<file path="src/core/arp_params.svh">
// constants for the master port read-address block
`ifndef ARP_PARAMS_SVH
`define ARP_PARAMS_SVH

// ************************************************************
// port structure
// ************************************************************
`define ARP_NUM_PORTS 2
`define ARP_PORT1_PRESENT 1'b1
`define ARP_ADDR_W 32
`define ARP_ID_W 4
`define ARP_CACHE_W 4
`define ARP_LEN_W 4
`define ARP_BURST_W 2

// ************************************************************
// encodings
// ************************************************************
`define ARP_BURST_INCR 2'h1
`define ARP_BURST_WRAP 2'h2
`define ARP_LEN_CACHEABLE 4'h3
`define ARP_CACHEABLE_BIT 1
`define ARP_RESET_STATE '0

`endif

</file>
<file path="src/core/arp_pkg.sv">
// types shared by the master port read-address block
`include "arp_params.svh"

package arp_pkg;

    // request from the cluster side
    typedef struct packed {
        logic [`ARP_ADDR_W-1:0] addr;
        logic [`ARP_CACHE_W-1:0] cache;
        logic [`ARP_ID_W-1:0] id;
        logic [`ARP_LEN_W-1:0] len;
        logic wrap;
    } arp_req_s;

    // read-address channel fields as driven on the bus
    typedef struct packed {
        logic [`ARP_ADDR_W-1:0] addr;
        logic [`ARP_BURST_W-1:0] burst;
        logic [`ARP_CACHE_W-1:0] cache;
        logic [`ARP_ID_W-1:0] id;
        logic [`ARP_LEN_W-1:0] len;
    } arp_ar_s;

    // per-port state
    typedef struct packed {
        arp_ar_s ar;
        logic valid;
        logic ack;
        logic pend_valid;
        arp_req_s pend;
        logic req_ready;
    } arp_port_s;

    // whole state of the block
    typedef struct packed {
        arp_port_s [`ARP_NUM_PORTS-1:0] port;
    } arp_state_s;

endpackage

</file>
<file path="src/core/arp_read_port.sv">
// read-address channels of the primary and secondary master ports
`timescale 1ns/1ps
`include "arp_params.svh"

module arp_read_port (
    // clock and reset
    input wire logic sys_clk,
    input wire logic srst,
    // bus pacing enables, one per port
    input wire logic [`ARP_NUM_PORTS-1:0] port_input_sample_enable,
    input wire logic [`ARP_NUM_PORTS-1:0] port_output_update_enable,
    // cluster side request, one per port
    input wire logic [`ARP_NUM_PORTS-1:0] req_valid,
    input wire arp_pkg::arp_req_s [`ARP_NUM_PORTS-1:0] req,
    output logic [`ARP_NUM_PORTS-1:0] req_ready,
    // read-address channel, one per port
    output logic [`ARP_NUM_PORTS-1:0] port_read_valid,
    input wire logic [`ARP_NUM_PORTS-1:0] port_read_ready,
    output logic [`ARP_NUM_PORTS-1:0][`ARP_ADDR_W-1:0] port_read_address,
    output logic [`ARP_NUM_PORTS-1:0][`ARP_BURST_W-1:0] port_read_burst_type,
    output logic [`ARP_NUM_PORTS-1:0][`ARP_CACHE_W-1:0] port_read_cache_type,
    output logic [`ARP_NUM_PORTS-1:0][`ARP_ID_W-1:0] port_read_request_id,
    output logic [`ARP_NUM_PORTS-1:0][`ARP_LEN_W-1:0] port_read_burst_length
);
    import arp_pkg::*;

    // ************************************************************
    // helpers
    // ************************************************************

    // burst length: cacheable traffic is forced to four transfers
    function automatic logic [`ARP_LEN_W-1:0] arp_burst_len(
        input arp_req_s r
    );
        if (r.cache[`ARP_CACHEABLE_BIT]) begin
            arp_burst_len = `ARP_LEN_CACHEABLE;
        end else begin
            arp_burst_len = r.len;
        end
    endfunction

    // build the bus beat from a queued request
    function automatic arp_ar_s arp_to_ar(input arp_req_s r);
        arp_to_ar.addr = r.addr;
        arp_to_ar.cache = r.cache;
        arp_to_ar.id = r.id;
        arp_to_ar.len = arp_burst_len(r);
        // only the two legal encodings can ever be produced
        arp_to_ar.burst = r.wrap ? `ARP_BURST_WRAP : `ARP_BURST_INCR;
    endfunction

    // ************************************************************
    // state
    // ************************************************************
    arp_state_s state_reg;
    arp_state_s state_next;
    logic [`ARP_NUM_PORTS-1:0] present;
    logic [`ARP_NUM_PORTS-1:0] hs_now;
    logic [`ARP_NUM_PORTS-1:0] load_now;

    // per-port handshake and load decisions
    genvar gp;
    generate
        for (gp = 0; gp < `ARP_NUM_PORTS; gp++) begin : g_dec
            // port 1 may be configured out; port 0 always exists
            assign present[gp] = (gp == 0) || `ARP_PORT1_PRESENT;
            // ready only counts on an input-enabled edge
            assign hs_now[gp] = state_reg.port[gp].valid &
                port_input_sample_enable[gp] & port_read_ready[gp];
            // the beat may only move on an output-enabled edge
            assign load_now[gp] = present[gp] &
                port_output_update_enable[gp] &
                (~state_reg.port[gp].valid | state_reg.port[gp].ack |
                 hs_now[gp]);
        end
    endgenerate

    // next state: one holding slot per port feeds the bus register
    always_comb begin
        state_next = state_reg;
        for (int p = 0; p < `ARP_NUM_PORTS; p++) begin
            // remember an accepted beat until the next output edge
            if (hs_now[p]) begin
                state_next.port[p].ack = 1'b1;
            end
            // ready is registered, so take a request only into an empty slot
            if (present[p] & req_valid[p] & state_reg.port[p].req_ready) begin
                state_next.port[p].pend = req[p];
                state_next.port[p].pend_valid = 1'b1;
            end
            // outputs hold between enables; the slave's pacing keeps the
            // valid from being seen twice across one handshake
            if (load_now[p]) begin
                state_next.port[p].valid = state_reg.port[p].pend_valid;
                state_next.port[p].ack = 1'b0;
                if (state_reg.port[p].pend_valid) begin
                    state_next.port[p].ar = arp_to_ar(state_reg.port[p].pend);
                    state_next.port[p].pend_valid = 1'b0;
                end
            end
            state_next.port[p].req_ready = present[p] &
                ~state_next.port[p].pend_valid;
        end
    end

    // state register
    always_ff @(posedge sys_clk) begin
        if (srst) begin
            state_reg <= `ARP_RESET_STATE;
        end else begin
            state_reg <= state_next;
        end
    end

    // ************************************************************
    // outputs, straight from the state register
    // ************************************************************
    generate
        for (gp = 0; gp < `ARP_NUM_PORTS; gp++) begin : g_out
            assign req_ready[gp] = state_reg.port[gp].req_ready;
            assign port_read_valid[gp] = state_reg.port[gp].valid;
            assign port_read_address[gp] = state_reg.port[gp].ar.addr;
            assign port_read_burst_type[gp] = state_reg.port[gp].ar.burst;
            assign port_read_cache_type[gp] = state_reg.port[gp].ar.cache;
            assign port_read_request_id[gp] = state_reg.port[gp].ar.id;
            assign port_read_burst_length[gp] = state_reg.port[gp].ar.len;

            // ********************************************************
            // checks
            // ********************************************************
            hold_when_gated_a: assert property (
                @(posedge sys_clk) disable iff (srst)
                !port_output_update_enable[gp] |=>
                    $stable(state_reg.port[gp].ar) &&
                    $stable(state_reg.port[gp].valid))
                else $error("read address changed without output enable");

            sample_gated_a: assert property (
                @(posedge sys_clk) disable iff (srst)
                state_reg.port[gp].valid && !state_reg.port[gp].ack &&
                !port_input_sample_enable[gp] &&
                !port_output_update_enable[gp] |=>
                    !state_reg.port[gp].ack)
                else $error("ready taken without input enable");

            cache_passed_a: assert property (
                @(posedge sys_clk) disable iff (srst)
                load_now[gp] && state_reg.port[gp].pend_valid |=>
                    port_read_cache_type[gp] ==
                    $past(state_reg.port[gp].pend.cache))
                else $error("cache type not carried to the bus");

            cache_len_a: assert property (
                @(posedge sys_clk) disable iff (srst)
                port_read_valid[gp] &&
                port_read_cache_type[gp][`ARP_CACHEABLE_BIT] |->
                    port_read_burst_length[gp] == `ARP_LEN_CACHEABLE)
                else $error("cacheable read not four transfers");

            burst_legal_a: assert property (
                @(posedge sys_clk) disable iff (srst)
                port_read_valid[gp] |->
                    port_read_burst_type[gp] == `ARP_BURST_INCR ||
                    port_read_burst_type[gp] == `ARP_BURST_WRAP)
                else $error("reserved burst type driven");

            valid_paced_a: assert property (
                @(posedge sys_clk) disable iff (srst)
                $rose(port_read_valid[gp]) |->
                    $past(port_output_update_enable[gp]))
                else $error("valid rose off the output pace");

            absent_idle_a: assert property (
                @(posedge sys_clk) disable iff (srst)
                !present[gp] |-> !port_read_valid[gp] && !req_ready[gp])
                else $error("absent port is active");
        end
    endgenerate

endmodule // arp_read_port

</file>
<file path="config.mk">
export PLATFORM = sky130hd
export DESIGN_NAME = arp_read_port
export DESIGN_NICKNAME = d
export VERILOG_FILES = /design/src/core/arp_pkg.sv /design/src/core/arp_read_port.sv
export VERILOG_INCLUDE_DIRS = /design/src /design/src/core
export SDC_FILE = /design/constraint.sdc
export NUM_CORES = 1
export LEC_CHECK = 0
export BUFFER_PORTS_ARGS = -buffer_cell sky130_fd_sc_hd__buf_2
export CAP_MARGIN = 20
export CORE_AREA = 2 2 97 169
export DETAILED_ROUTE_END_ITERATION = 10
export DIE_AREA = 0 0 99 171
export PLACE_DENSITY = 0.84
export SYNTH_ARGS = -nofsm -noshare
export SYNTH_HDL_FRONTEND = slang
export SYNTH_SLANG_ARGS = --single-unit
</file>
<file path="constraint.sdc">
create_clock -name sys_clk -period 1.55 [get_ports sys_clk]
set_clock_uncertainty 0.15 [all_clocks]
set_input_delay 0.0775 -clock sys_clk [delete_from_list [all_inputs] [get_ports sys_clk]]
set_output_delay 0.0775 -clock sys_clk [all_outputs]
set_load 0.02 [all_outputs]
</file>
==> reports/qor.txt, run 1 <==
Lkg Pwr - 0.00433 µW
Syn Nets - 1019
Worst Path Arrival - 1.68 ns
Req. time, crit path - 1.73 ns
Net Sw Frac - 24.0%
worst hold slack - 0.0167 ns
first-pass GRT wire length - 32900 µm
Max transition margin - 50.9%
CP max stage delay - 0.34 ns
Horiz. Die Dim - 99 µm
DR pass1 iterations - 6
setup violators final - 0
Skew-Pair Late Insertion Delay - 0.43 ns
Synth area leaders - dfxtp_1 (46%), nand2b_1 (13%), mux2i_1 (11%), buf_4 (8.7%), nand2_1 (8.4%)
Worst Tran Pin Value - 0.734 ns
Worst-path clk slew - 0.07 ns
crit path cell chain - nand2_1 > a21oi_4 > buf_12 > buf_16 > mux2i_2
clock tree sinks - 190
CP Class - flip-flop to flip-flop
flops & latches, synth - 190
Core Area - 15600 µm²
Num CTS Buffers - 17
I/O Pins - 196
type of element launching the critical path - flip-flop
via count - 6792
Tmin final - 1.50 ns
routed len/inst - 15.9 µm
post-synthesis sequential area ratio - 46.0%
Logic pwr share - 11.1%
critical path capture point type - flip-flop
Final Util - 67.9%
Syn. warnings - 0
post-synth top area share - 46.0%
Post-Place Setup Slack - 0.0526 ns
port bufs - 195
total power - 10600 µW
gr ovfl total - 0
clock network fraction of design power - 40.8%
GPL Wtd Cong - 0.827
DRC Markers - 0
worst min path class - input port to flip-flop
NetSw - 2560 µW
Initial Util - 52.8%
largest area contributor in the netlist - dfxtp_1
Pwr Density - 1000 nW/µm²
row cnt - 61
Reg2Reg Setup Slack - 0.05 ns
Post-Syn Area - 8260 µm²
Max clock buf depth - 2
worst setup margin - 0.0525 ns
distinct cell type count after synthesis - 24
antenna violations before repair - 0
Fin. Hold Viols - 0
htree depth - 4
Total Wirelength - 21300 µm
DIE AREA - 16900 µm²
Worst Path Max Fanout - 19
layout cells sized above 1 - 24.6%
Synth Area per Inst - 8.99 µm²
Final ANT Viol Nets - 0
Final Slew Violations - 0
status - complete, no violations
RSZ-0062 raised after global routing - false
CTS root buffer - clkbuf_16
Peak supply drop - 0.708 mV
vias in the first global route - 6838
Buf/Inv on CP - 2
Syn-to-layout area delta - 28.6%
Mapped Cells - 919
CTS tree - built
pin count of the biggest net entering global routing - 46
max reg flops - 94
CP delay by family, top - flip-flops
fin nets - 1238
die extent in y - 171 µm
DP HPWL - 11600 µm
P_int - 8090 µW
post-route setup TNS - 0 ns
vias per inst - 5.07
slowest CP cell - dfxtp_1
Max Freq - 668 MHz
GRT Overall Usage - 24.7%
sequential fraction of design power - 48.1%
max-cap check violation count - 0
First DRT Iteration DRCs - 343
fin crit share - 96.6%
==> layer usage <==
layer  routed length (µm)  vias to the layer above  GRT usage, %
li1                     -                     3288             -
met1                 8050                     3175          26.0
met2                11200                      246          44.0
met3                  957                       83          4.70
met4                 1150                        0          16.1
met5                    0                        -             0
==> synthesized netlist by cell type, drive strengths merged <==
cell	number
buf	131
a31oi	2
mux2i	90
a21oi	96
inv	2
a21o	2
nand2b	172
and2	2
nor3	4
mux2	2
dfxtp	190
o21ba	2
nand2	184
clkbuf	24
or3b	4
nor2	4
o21bai	4
o21ai	2
nor2b	2
==> cells in the final DEF, fill, tap and decap left out, types with 4 or more instances in the layout <==
master and instances:
or3b_1 4, o21bai_1 4, buf_4 35, clkbuf_16 17, nand2b_1 172, buf_2 194
dlygate4sd3_1 114, dfxtp_1 188, nand2_1 184, buf_12 6, mux2i_1 88, nor2_1 4
a21oi_1 92
==> final timing paths <==
kind	end	depth (start not counted)	startpoint
setup / recovery	port_read_address[14]	5	state_reg[46]
hold / removal	state_reg[46]	3	srst
setup reg to reg	port_read_address[14]	5	state_reg[46]
hold reg to reg	state_reg[99]	2	state_reg[99]
==> through the flow <==
step	cells	cell area [µm²]
after floorplan	919	8260
after global placement	1180	8750
after detailed placement	1180	8750
after CTS	1328	10500
after global routing	1339	10600
final	1340	10600
==> power groups by stage <==
stage | clock network [µW] | registers [µW] | logic [µW]
floorplan | 0 | 5200 | 627
global placement | 0 | 5210 | 875
detailed placement | 0 | 5220 | 891
CTS | 4410 | 5110 | 1130
global route | 4600 | 5130 | 1280
finish | 4340 | 5120 | 1190
==> worst min-delay path: stages <==
cell and delay [ns]:
buf_6 0.18, buf_4 0.23, nor3_2 0.06
==> layout make-up <==
cell class,instances,area [µm²]
multi-input cells,572,3410
well taps,189,236
clock buffers,20,447
fillers,1133,5020
clock inverters,11,131
diodes,1,2.50
inverters,2,7.51
repair buffers,355,2580
flip-flops and latches,190,3810
==> cell families (layout without fill, tap and decap cells) <==
logic type | after synthesis | in the layout | share of synthesized area [%]
flip-flops | 190 | 190 | 46.0
other | 0 | 1 | 0
AO/OA/AOI/OAI | 108 | 108 | 6.97
AND/OR/NAND/NOR | 372 | 372 | 22.7
multiplexers | 92 | 92 | 11.2
buffers and inverters | 157 | 388 | 13.1
==> repair_timing <==
item	in CTS	in global routing
hold endpoints to repair	95	0
gates resized for setup	0	11
hold buffers	117	0
endpoints found under the setup margin	0	47
setup buffers	0	11
Power figures use the tool's default switching activity.
==> run 2: changes to the inputs <==
--- a/config.mk
+++ b/config.mk
@@ -6,7 +6,7 @@
 export SDC_FILE = /design/constraint.sdc
 export NUM_CORES = 1
 export LEC_CHECK = 0
-export BUFFER_PORTS_ARGS = -buffer_cell sky130_fd_sc_hd__buf_2
+export BUFFER_PORTS_ARGS = -buffer_cell sky130_fd_sc_hd__buf_4
 export CAP_MARGIN = 20
 export CORE_AREA = 2 2 97 169
 export DETAILED_ROUTE_END_ITERATION = 10
==> reports/qor.txt, run 2 (synthesis gave the netlist of run 1 again) <==
DIE AREA - 16900 µm² (unchanged)
setup violators final - 0 (unchanged)
fill cell instance count of the final layout - 1080 (-4.7%)
port bufs - 195 (unchanged)
Max transition margin - 56.3% (+5.3 points)
GRT Overall Usage - 23.0% (-1.6 points)
DR pass1 iterations - 5 (-1)
htree depth - 4 (unchanged)
Reg2Reg Depth - 3 (-2)
Worst Path Arrival - 1.69 ns (about the same)
commonest non-fill, non-tap cells in the layout - buf_4 (210), dfxtp_1 (189), nand2_1 (184)
layout cells sized above 1 - 24.0% (-0.59 points)
Logic pwr share - 11.4% (+0.3 points)
clock network fraction of design power - 40.8% (about the same)
Lkg Pwr - 0.00428 µW (-1.2%)
first-pass GRT wire length - 31300 µm (-4.9%)
Req. time, crit path - 1.76 ns (+0.03 ns)
max reg flops - 94 (unchanged)
Peak supply drop - 0.646 mV (-8.8%)
Fin. Hold Viols - 1 (+1)
Pwr Density - 983 nW/µm² (-1.9%)
pin count of the biggest net entering global routing - 72 (+57%)
Final ANT Viol Nets - 0 (unchanged)
P_int - 8030 µW (-0.70%)
critical path capture point type - flip-flop
Max Freq - 674 MHz (+1.0%)
post-route insts no fill - 1310 (-2.2%)
RSZ-0062 raised after global routing - false
routed len/inst - 15.4 µm (-3.5%)
Worst Tran Pin Value - 0.654 ns (-0.0799 ns)
Worst Path Max Fanout - 5 (-14)
type of element launching the critical path - flip-flop
Worst-path clk slew - 0.07 ns (about the same)
Max clock buf depth - 2 (unchanged)
commonest non-fill, non-tap cell in the layout - buf_4
worst min path class - input port to flip-flop
First DRT Iteration DRCs - 257 (-25%)
CP Class - flip-flop to flip-flop
sequential fraction of design power - 47.8% (-0.3 points)
GPL Wtd Cong - 0.781 (-5.6%)
I/O Pins - 196 (unchanged)
status - finished, violations left
DRC Markers - 0 (unchanged)
Num CTS Buffers - 17 (unchanged)
Core Area - 15600 µm² (unchanged)
die extent in y - 171 µm (unchanged)
Hold Startpoint - srst
antenna violations before repair - 1 (+1)
fin nets - 1207 (-2.5%)
NetSw - 2670 µW (+4.3%)
Tmin final - 1.48 ns (-0.0149 ns)
vias per inst - 5.04 (-0.62%)
fin crit share - 95.7% (-0.96 points)
Net Sw Frac - 24.9% (+0.91 points)
Skew-Pair Late Insertion Delay - 0.42 ns (about the same)
worst r2r dst - state_reg[47]
gr ovfl total - 0 (unchanged)
Hold Crit Depth - 2 (-1)
Reg2Reg Setup Slack - 0.07 ns (about the same)
CTS tree - built
Final Slew Violations - 0 (unchanged)
vias in the first global route - 6698 (-2.0%)
CTS root buffer - clkbuf_16
r2r startpoint - port_read_valid[0]
clock tree sinks - 190 (unchanged)
via count - 6599 (-2.8%)
row cnt - 61 (unchanged)
DP HPWL - 11900 µm (+2.4%)
worst hold slack - -0.0615 ns (-0.0782 ns)
Initial Util - 52.8% (unchanged)
Syn-to-layout area delta - 31.7%
Total Wirelength - 20100 µm (-5.7%)
max-cap check violation count - 0 (unchanged)
placed instance count - 1176 (-0.34%)
post-route setup TNS - 0 ns (unchanged)
Hold EP - state_reg[108]
failing checks - hold timing
Horiz. Die Dim - 99 µm (unchanged)
==> run 2: layout make-up <==
cell class,instances,area (µm²),share of cell area (%)
flip-flops and latches,190,3800,35.0
multi-input cells,572,3400,31.2
repair buffers,324,2840,26.1
clock buffers,18,439,4.04
well taps,189,236,2.17
clock inverters,14,150,1.38
inverters,2,7.51,0.0690
diodes,1,2.50,0.0230
==> run 2: metal layers <==
metal | wire [µm] | GRT usage [%] | vias to the layer above | part of all wire [%]
met2 | 10500 | 40.5 | 210 | 52
met3 | 777 | 4.45 | 77 | 3.9
met4 | 1130 | 15.5 | 0 | 5.6
met1 | 7730 | 24.6 | 3093 | 38
li1 | - | - | 3219 | -
met5 | 0 | 0 | - | 0
==> run 2: power by group through the flow <==
stage,Sequential [µW],Clock [µW],Combinational (µW)
2_1_floorplan,5200,0,627
3_3_place_gp,5220,0,979
3_5_place_dp,5220,0,995
4_1_cts,5110,4430,1200
5_1_grt,5130,4610,1320
6_report,5110,4360,1220
==> run 2: stage by stage <==
step	total power, µW	hold slack [ns]	setup slack, ns	area [µm²]	util (%)
after floorplan	5830	0.00681	0.244	8260	-
after global placement	6190	0.121	0.192	9270	59.3
after detailed placement	6220	0.120	0.118	9270	59.3
after CTS	10700	-0.0643	0.0723	10900	69.4
after global routing	11100	0.00536	0.0246	10900	69.5
final	10700	-0.0615	0.0674	10900	69.5
==> run 2: how the worst max path moves through the flow <==
stage | startpoint | cells past startpoint | to
finish | port_read_valid[0] | 3 | state_reg[47]
detailed placement | state_reg[46] | 4 | port_read_address[5]
global placement | state_reg[46] | 4 | port_read_address[6]
CTS | state_reg[46] | 4 | port_read_address[5]
floorplan | state_reg[47] | 4 | port_read_burst_type[0]
global route | port_read_valid[0] | 3 | state_reg[47]
==> run 2: what timing repair did <==
item / in CTS / in global routing
hold buffers: 99 / 2
resized for setup: 0 / 2
setup endpoints to repair: 0 / 2
endpoints found under the hold margin: 95 / 10
setup buffers: 0 / 0
==> run 2: critical path: stages, from the launching register on <==
cell           delay (ns)
dfxtp_1              0.45
a31oi_1              0.11
nor3_1               0.15
dlygate4sd3_1        0.57
==> run 3: changes to the inputs <==
--- a/config.mk
+++ b/config.mk
@@ -12,6 +12,7 @@
 export DETAILED_ROUTE_END_ITERATION = 10
 export DIE_AREA = 0 0 99 171
 export PLACE_DENSITY = 0.84
+export RECOVER_POWER = 50
 export SYNTH_ARGS = -nofsm -noshare
 export SYNTH_HDL_FRONTEND = slang
 export SYNTH_SLANG_ARGS = --single-unit
==> reports/qor.txt, run 3 (synthesis gave the netlist of run 1 again) <==
Reg area - 3800 µm² (unchanged)
Logic pwr share - 11.2% (-0.2 points)
worst min path class - input port to flip-flop
Max clock buf depth - 2 (unchanged)
pin count of the biggest net entering global routing - 72 (unchanged)
footprint of the multi-input gates - 3390 µm² (-0.15%)
Pwr Density - 1010 nW/µm² (+3.2%)
via count - 6561 (-0.58%)
routed len/inst - 15.3 µm (-0.15%)
post-CTS setup buffer count - 0 (unchanged)
worst setup margin - 0.0642 ns (-0.00315 ns)
Fin. Hold Viols - 1 (unchanged)
status - finished, violations left
antenna violations before repair - 1 (unchanged)
Net Sw Frac - 25.0% (about the same)
DR pass1 iterations - 4 (-1)
worst hold slack - -0.0618 ns (-0.000309 ns)
Final ANT Viol Nets - 0 (unchanged)
die extent in y - 171 µm (unchanged)
placed instance count - 1176 (unchanged)
Lkg Pwr - 0.00387 µW (-9.6%)
port bufs - 195 (unchanged)
Max transition margin - 57.7% (+1.5 points)
Tmin final - 1.49 ns (+0.00315 ns)
DP HPWL - 11900 µm (unchanged)
CTS root buffer - clkbuf_16
first-pass GRT wire length - 31300 µm (unchanged)
critical path capture point type - flip-flop
P_int - 8000 µW (-0.35%)
Req. time, crit path - 1.72 ns (-0.04 ns)
NetSw - 2660 µW (-0.30%)
row cnt - 61 (unchanged)
type of element launching the critical path - input port
Peak supply drop - 0.636 mV (-1.5%)
Post-Place Setup Slack - 0.118 ns (unchanged)
CTS tree - built
post-route setup TNS - 0 ns (unchanged)
fill cell instance count of the final layout - 1204 (+11%)
CP delay by family, top - buffers and inverters
CP Class - input port to flip-flop
commonest non-fill, non-tap cells in the layout - dfxtp_1 (189), nand2_1 (184), nand2b_1 (172)
setup violators final - 0 (unchanged)
I/O Pins - 196 (unchanged)
clock network fraction of design power - 40.8% (about the same)
vias in the first global route - 6698 (unchanged)
max reg flops - 94 (unchanged)
slowest CP cell - dlygate4sd3_1
gr ovfl total - 0 (unchanged)
clock tree sinks - 190 (unchanged)
fin nets - 1207 (unchanged)
Initial Util - 52.8% (unchanged)
global routing usage on met2 - 40.5% (unchanged)
Num CTS Buffers - 17 (unchanged)
post-route insts no fill - 1310 (unchanged)
vias per inst - 5.01 (-0.58%)
Horiz. Die Dim - 99 µm (unchanged)
DRC Markers - 0 (unchanged)
layout cells sized above 1 - 15.4% (-8.6 points)
Buf/Inv on CP - 3 (+2)
Worst Path Max Fanout - 7 (+2)
Final Slew Violations - 0 (unchanged)
Max Freq - 673 MHz (-0.21%)
max-cap check violation count - 0 (unchanged)
Total Wirelength - 20100 µm (-0.15%)
Top Usage Layer GRT - met2
DIE AREA - 16900 µm² (unchanged)
htree depth - 4 (unchanged)
crit path cell chain - dlygate4sd3_1 > clkbuf_4 > a21oi_1 > a21oi_4 > buf_4 > o21ba_2
Worst-path clk slew - 0.07 ns (about the same)
Core Area - 15600 µm² (unchanged)
met1 Usage GRT - 24.6% (unchanged)
Worst Tran Pin Value - 0.632 ns (-0.0222 ns)
Worst Path Arrival - 1.65 ns (-0.04 ns)
Syn-to-layout area delta - 27.2%
fin crit share - 95.9% (+0.20 points)
sequential fraction of design power - 48.0% (+0.2 points)
CP max stage delay - 0.54 ns (-0.03 ns)
Skew-Pair Late Insertion Delay - 0.42 ns (about the same)
failing checks - hold timing
GRT Overall Usage - 23.0% (unchanged)
GPL Wtd Cong - 0.781 (unchanged)
First DRT Iteration DRCs - 264 (+2.7%)
RSZ-0062 raised after global routing - false
commonest non-fill, non-tap cell in the layout - dfxtp_1
GR Layer Usage met3 - 4.45% (unchanged)
run 3: cell types whose count changed in the layout (fill, tap and decap cells not counted), sizes merged:
cell	previous run	this run
buf	223	126
clkbuf	18	115
run 3: final cells by class:
type	count	share of cell area, %
Sequential cell	190	36.2
Inverter	2	0.0715
Tap cell	189	2.25
Clock buffer	18	4.18
Antenna cell	1	0.0238
Multi-Input combinational cell	572	32.3
Clock inverter	14	1.43
Timing Repair Buffer	324	23.5
run 3: worst reg2reg max path, stage by stage (launching register included):
cell	delay [ns]
dfxtp_2	0.41
a31oi_1	0.12
nor3_1	0.17
dlygate4sd3_1	0.57
run 3: path summary, 6_finish.rpt:
kind	from	depth (start not counted)	slack, ns	to
hold reg to reg	state_reg[99]	2	0.30	state_reg[99]
setup reg to reg	port_read_valid[1]	3	0.08	state_reg[142]
hold / removal	srst	2	-0.06	state_reg[108]
setup / recovery	port_read_ready[0]	6	0.06	req_ready[0]
run 3: per-stage QoR:
| stage | area [µm²] | hold slack (ns) | utilization [%] | power, µW |
|---|---|---|---|---|
| 2_1_floorplan | 8260 | 0.00681 | - | 5830 |
| 3_3_place_gp | 9270 | 0.121 | 59.3 | 6190 |
| 3_5_place_dp | 9270 | 0.120 | 59.3 | 6220 |
| 4_1_cts | 10900 | -0.0643 | 69.4 | 10700 |
| 5_1_grt | 10500 | 0.00536 | 67.1 | 11000 |
| 6_report | 10500 | -0.0618 | 67.1 | 10700 |
run 3: power groups by stage:
stage	clock, µW	combinational (µW)	sequential, µW
final	4350	1190	5110
after detailed placement	0	995	5220
after CTS	4430	1200	5110
after global placement	0	979	5220
after global routing	4610	1290	5130
after floorplan	0	627	5200
run 3: timing repair:
action,CTS,global route
setup endpoints to repair,0,2
endpoints found under the hold margin,95,10
hold buffers,99,2
gates resized for setup,0,2
run 3: per-layer routing:
layer  wire length [µm]  vias up
met4               1060        0
li1                   -     3232
met3                784       70
met1               7740     3054
met2              10500      205
met5                  0        -
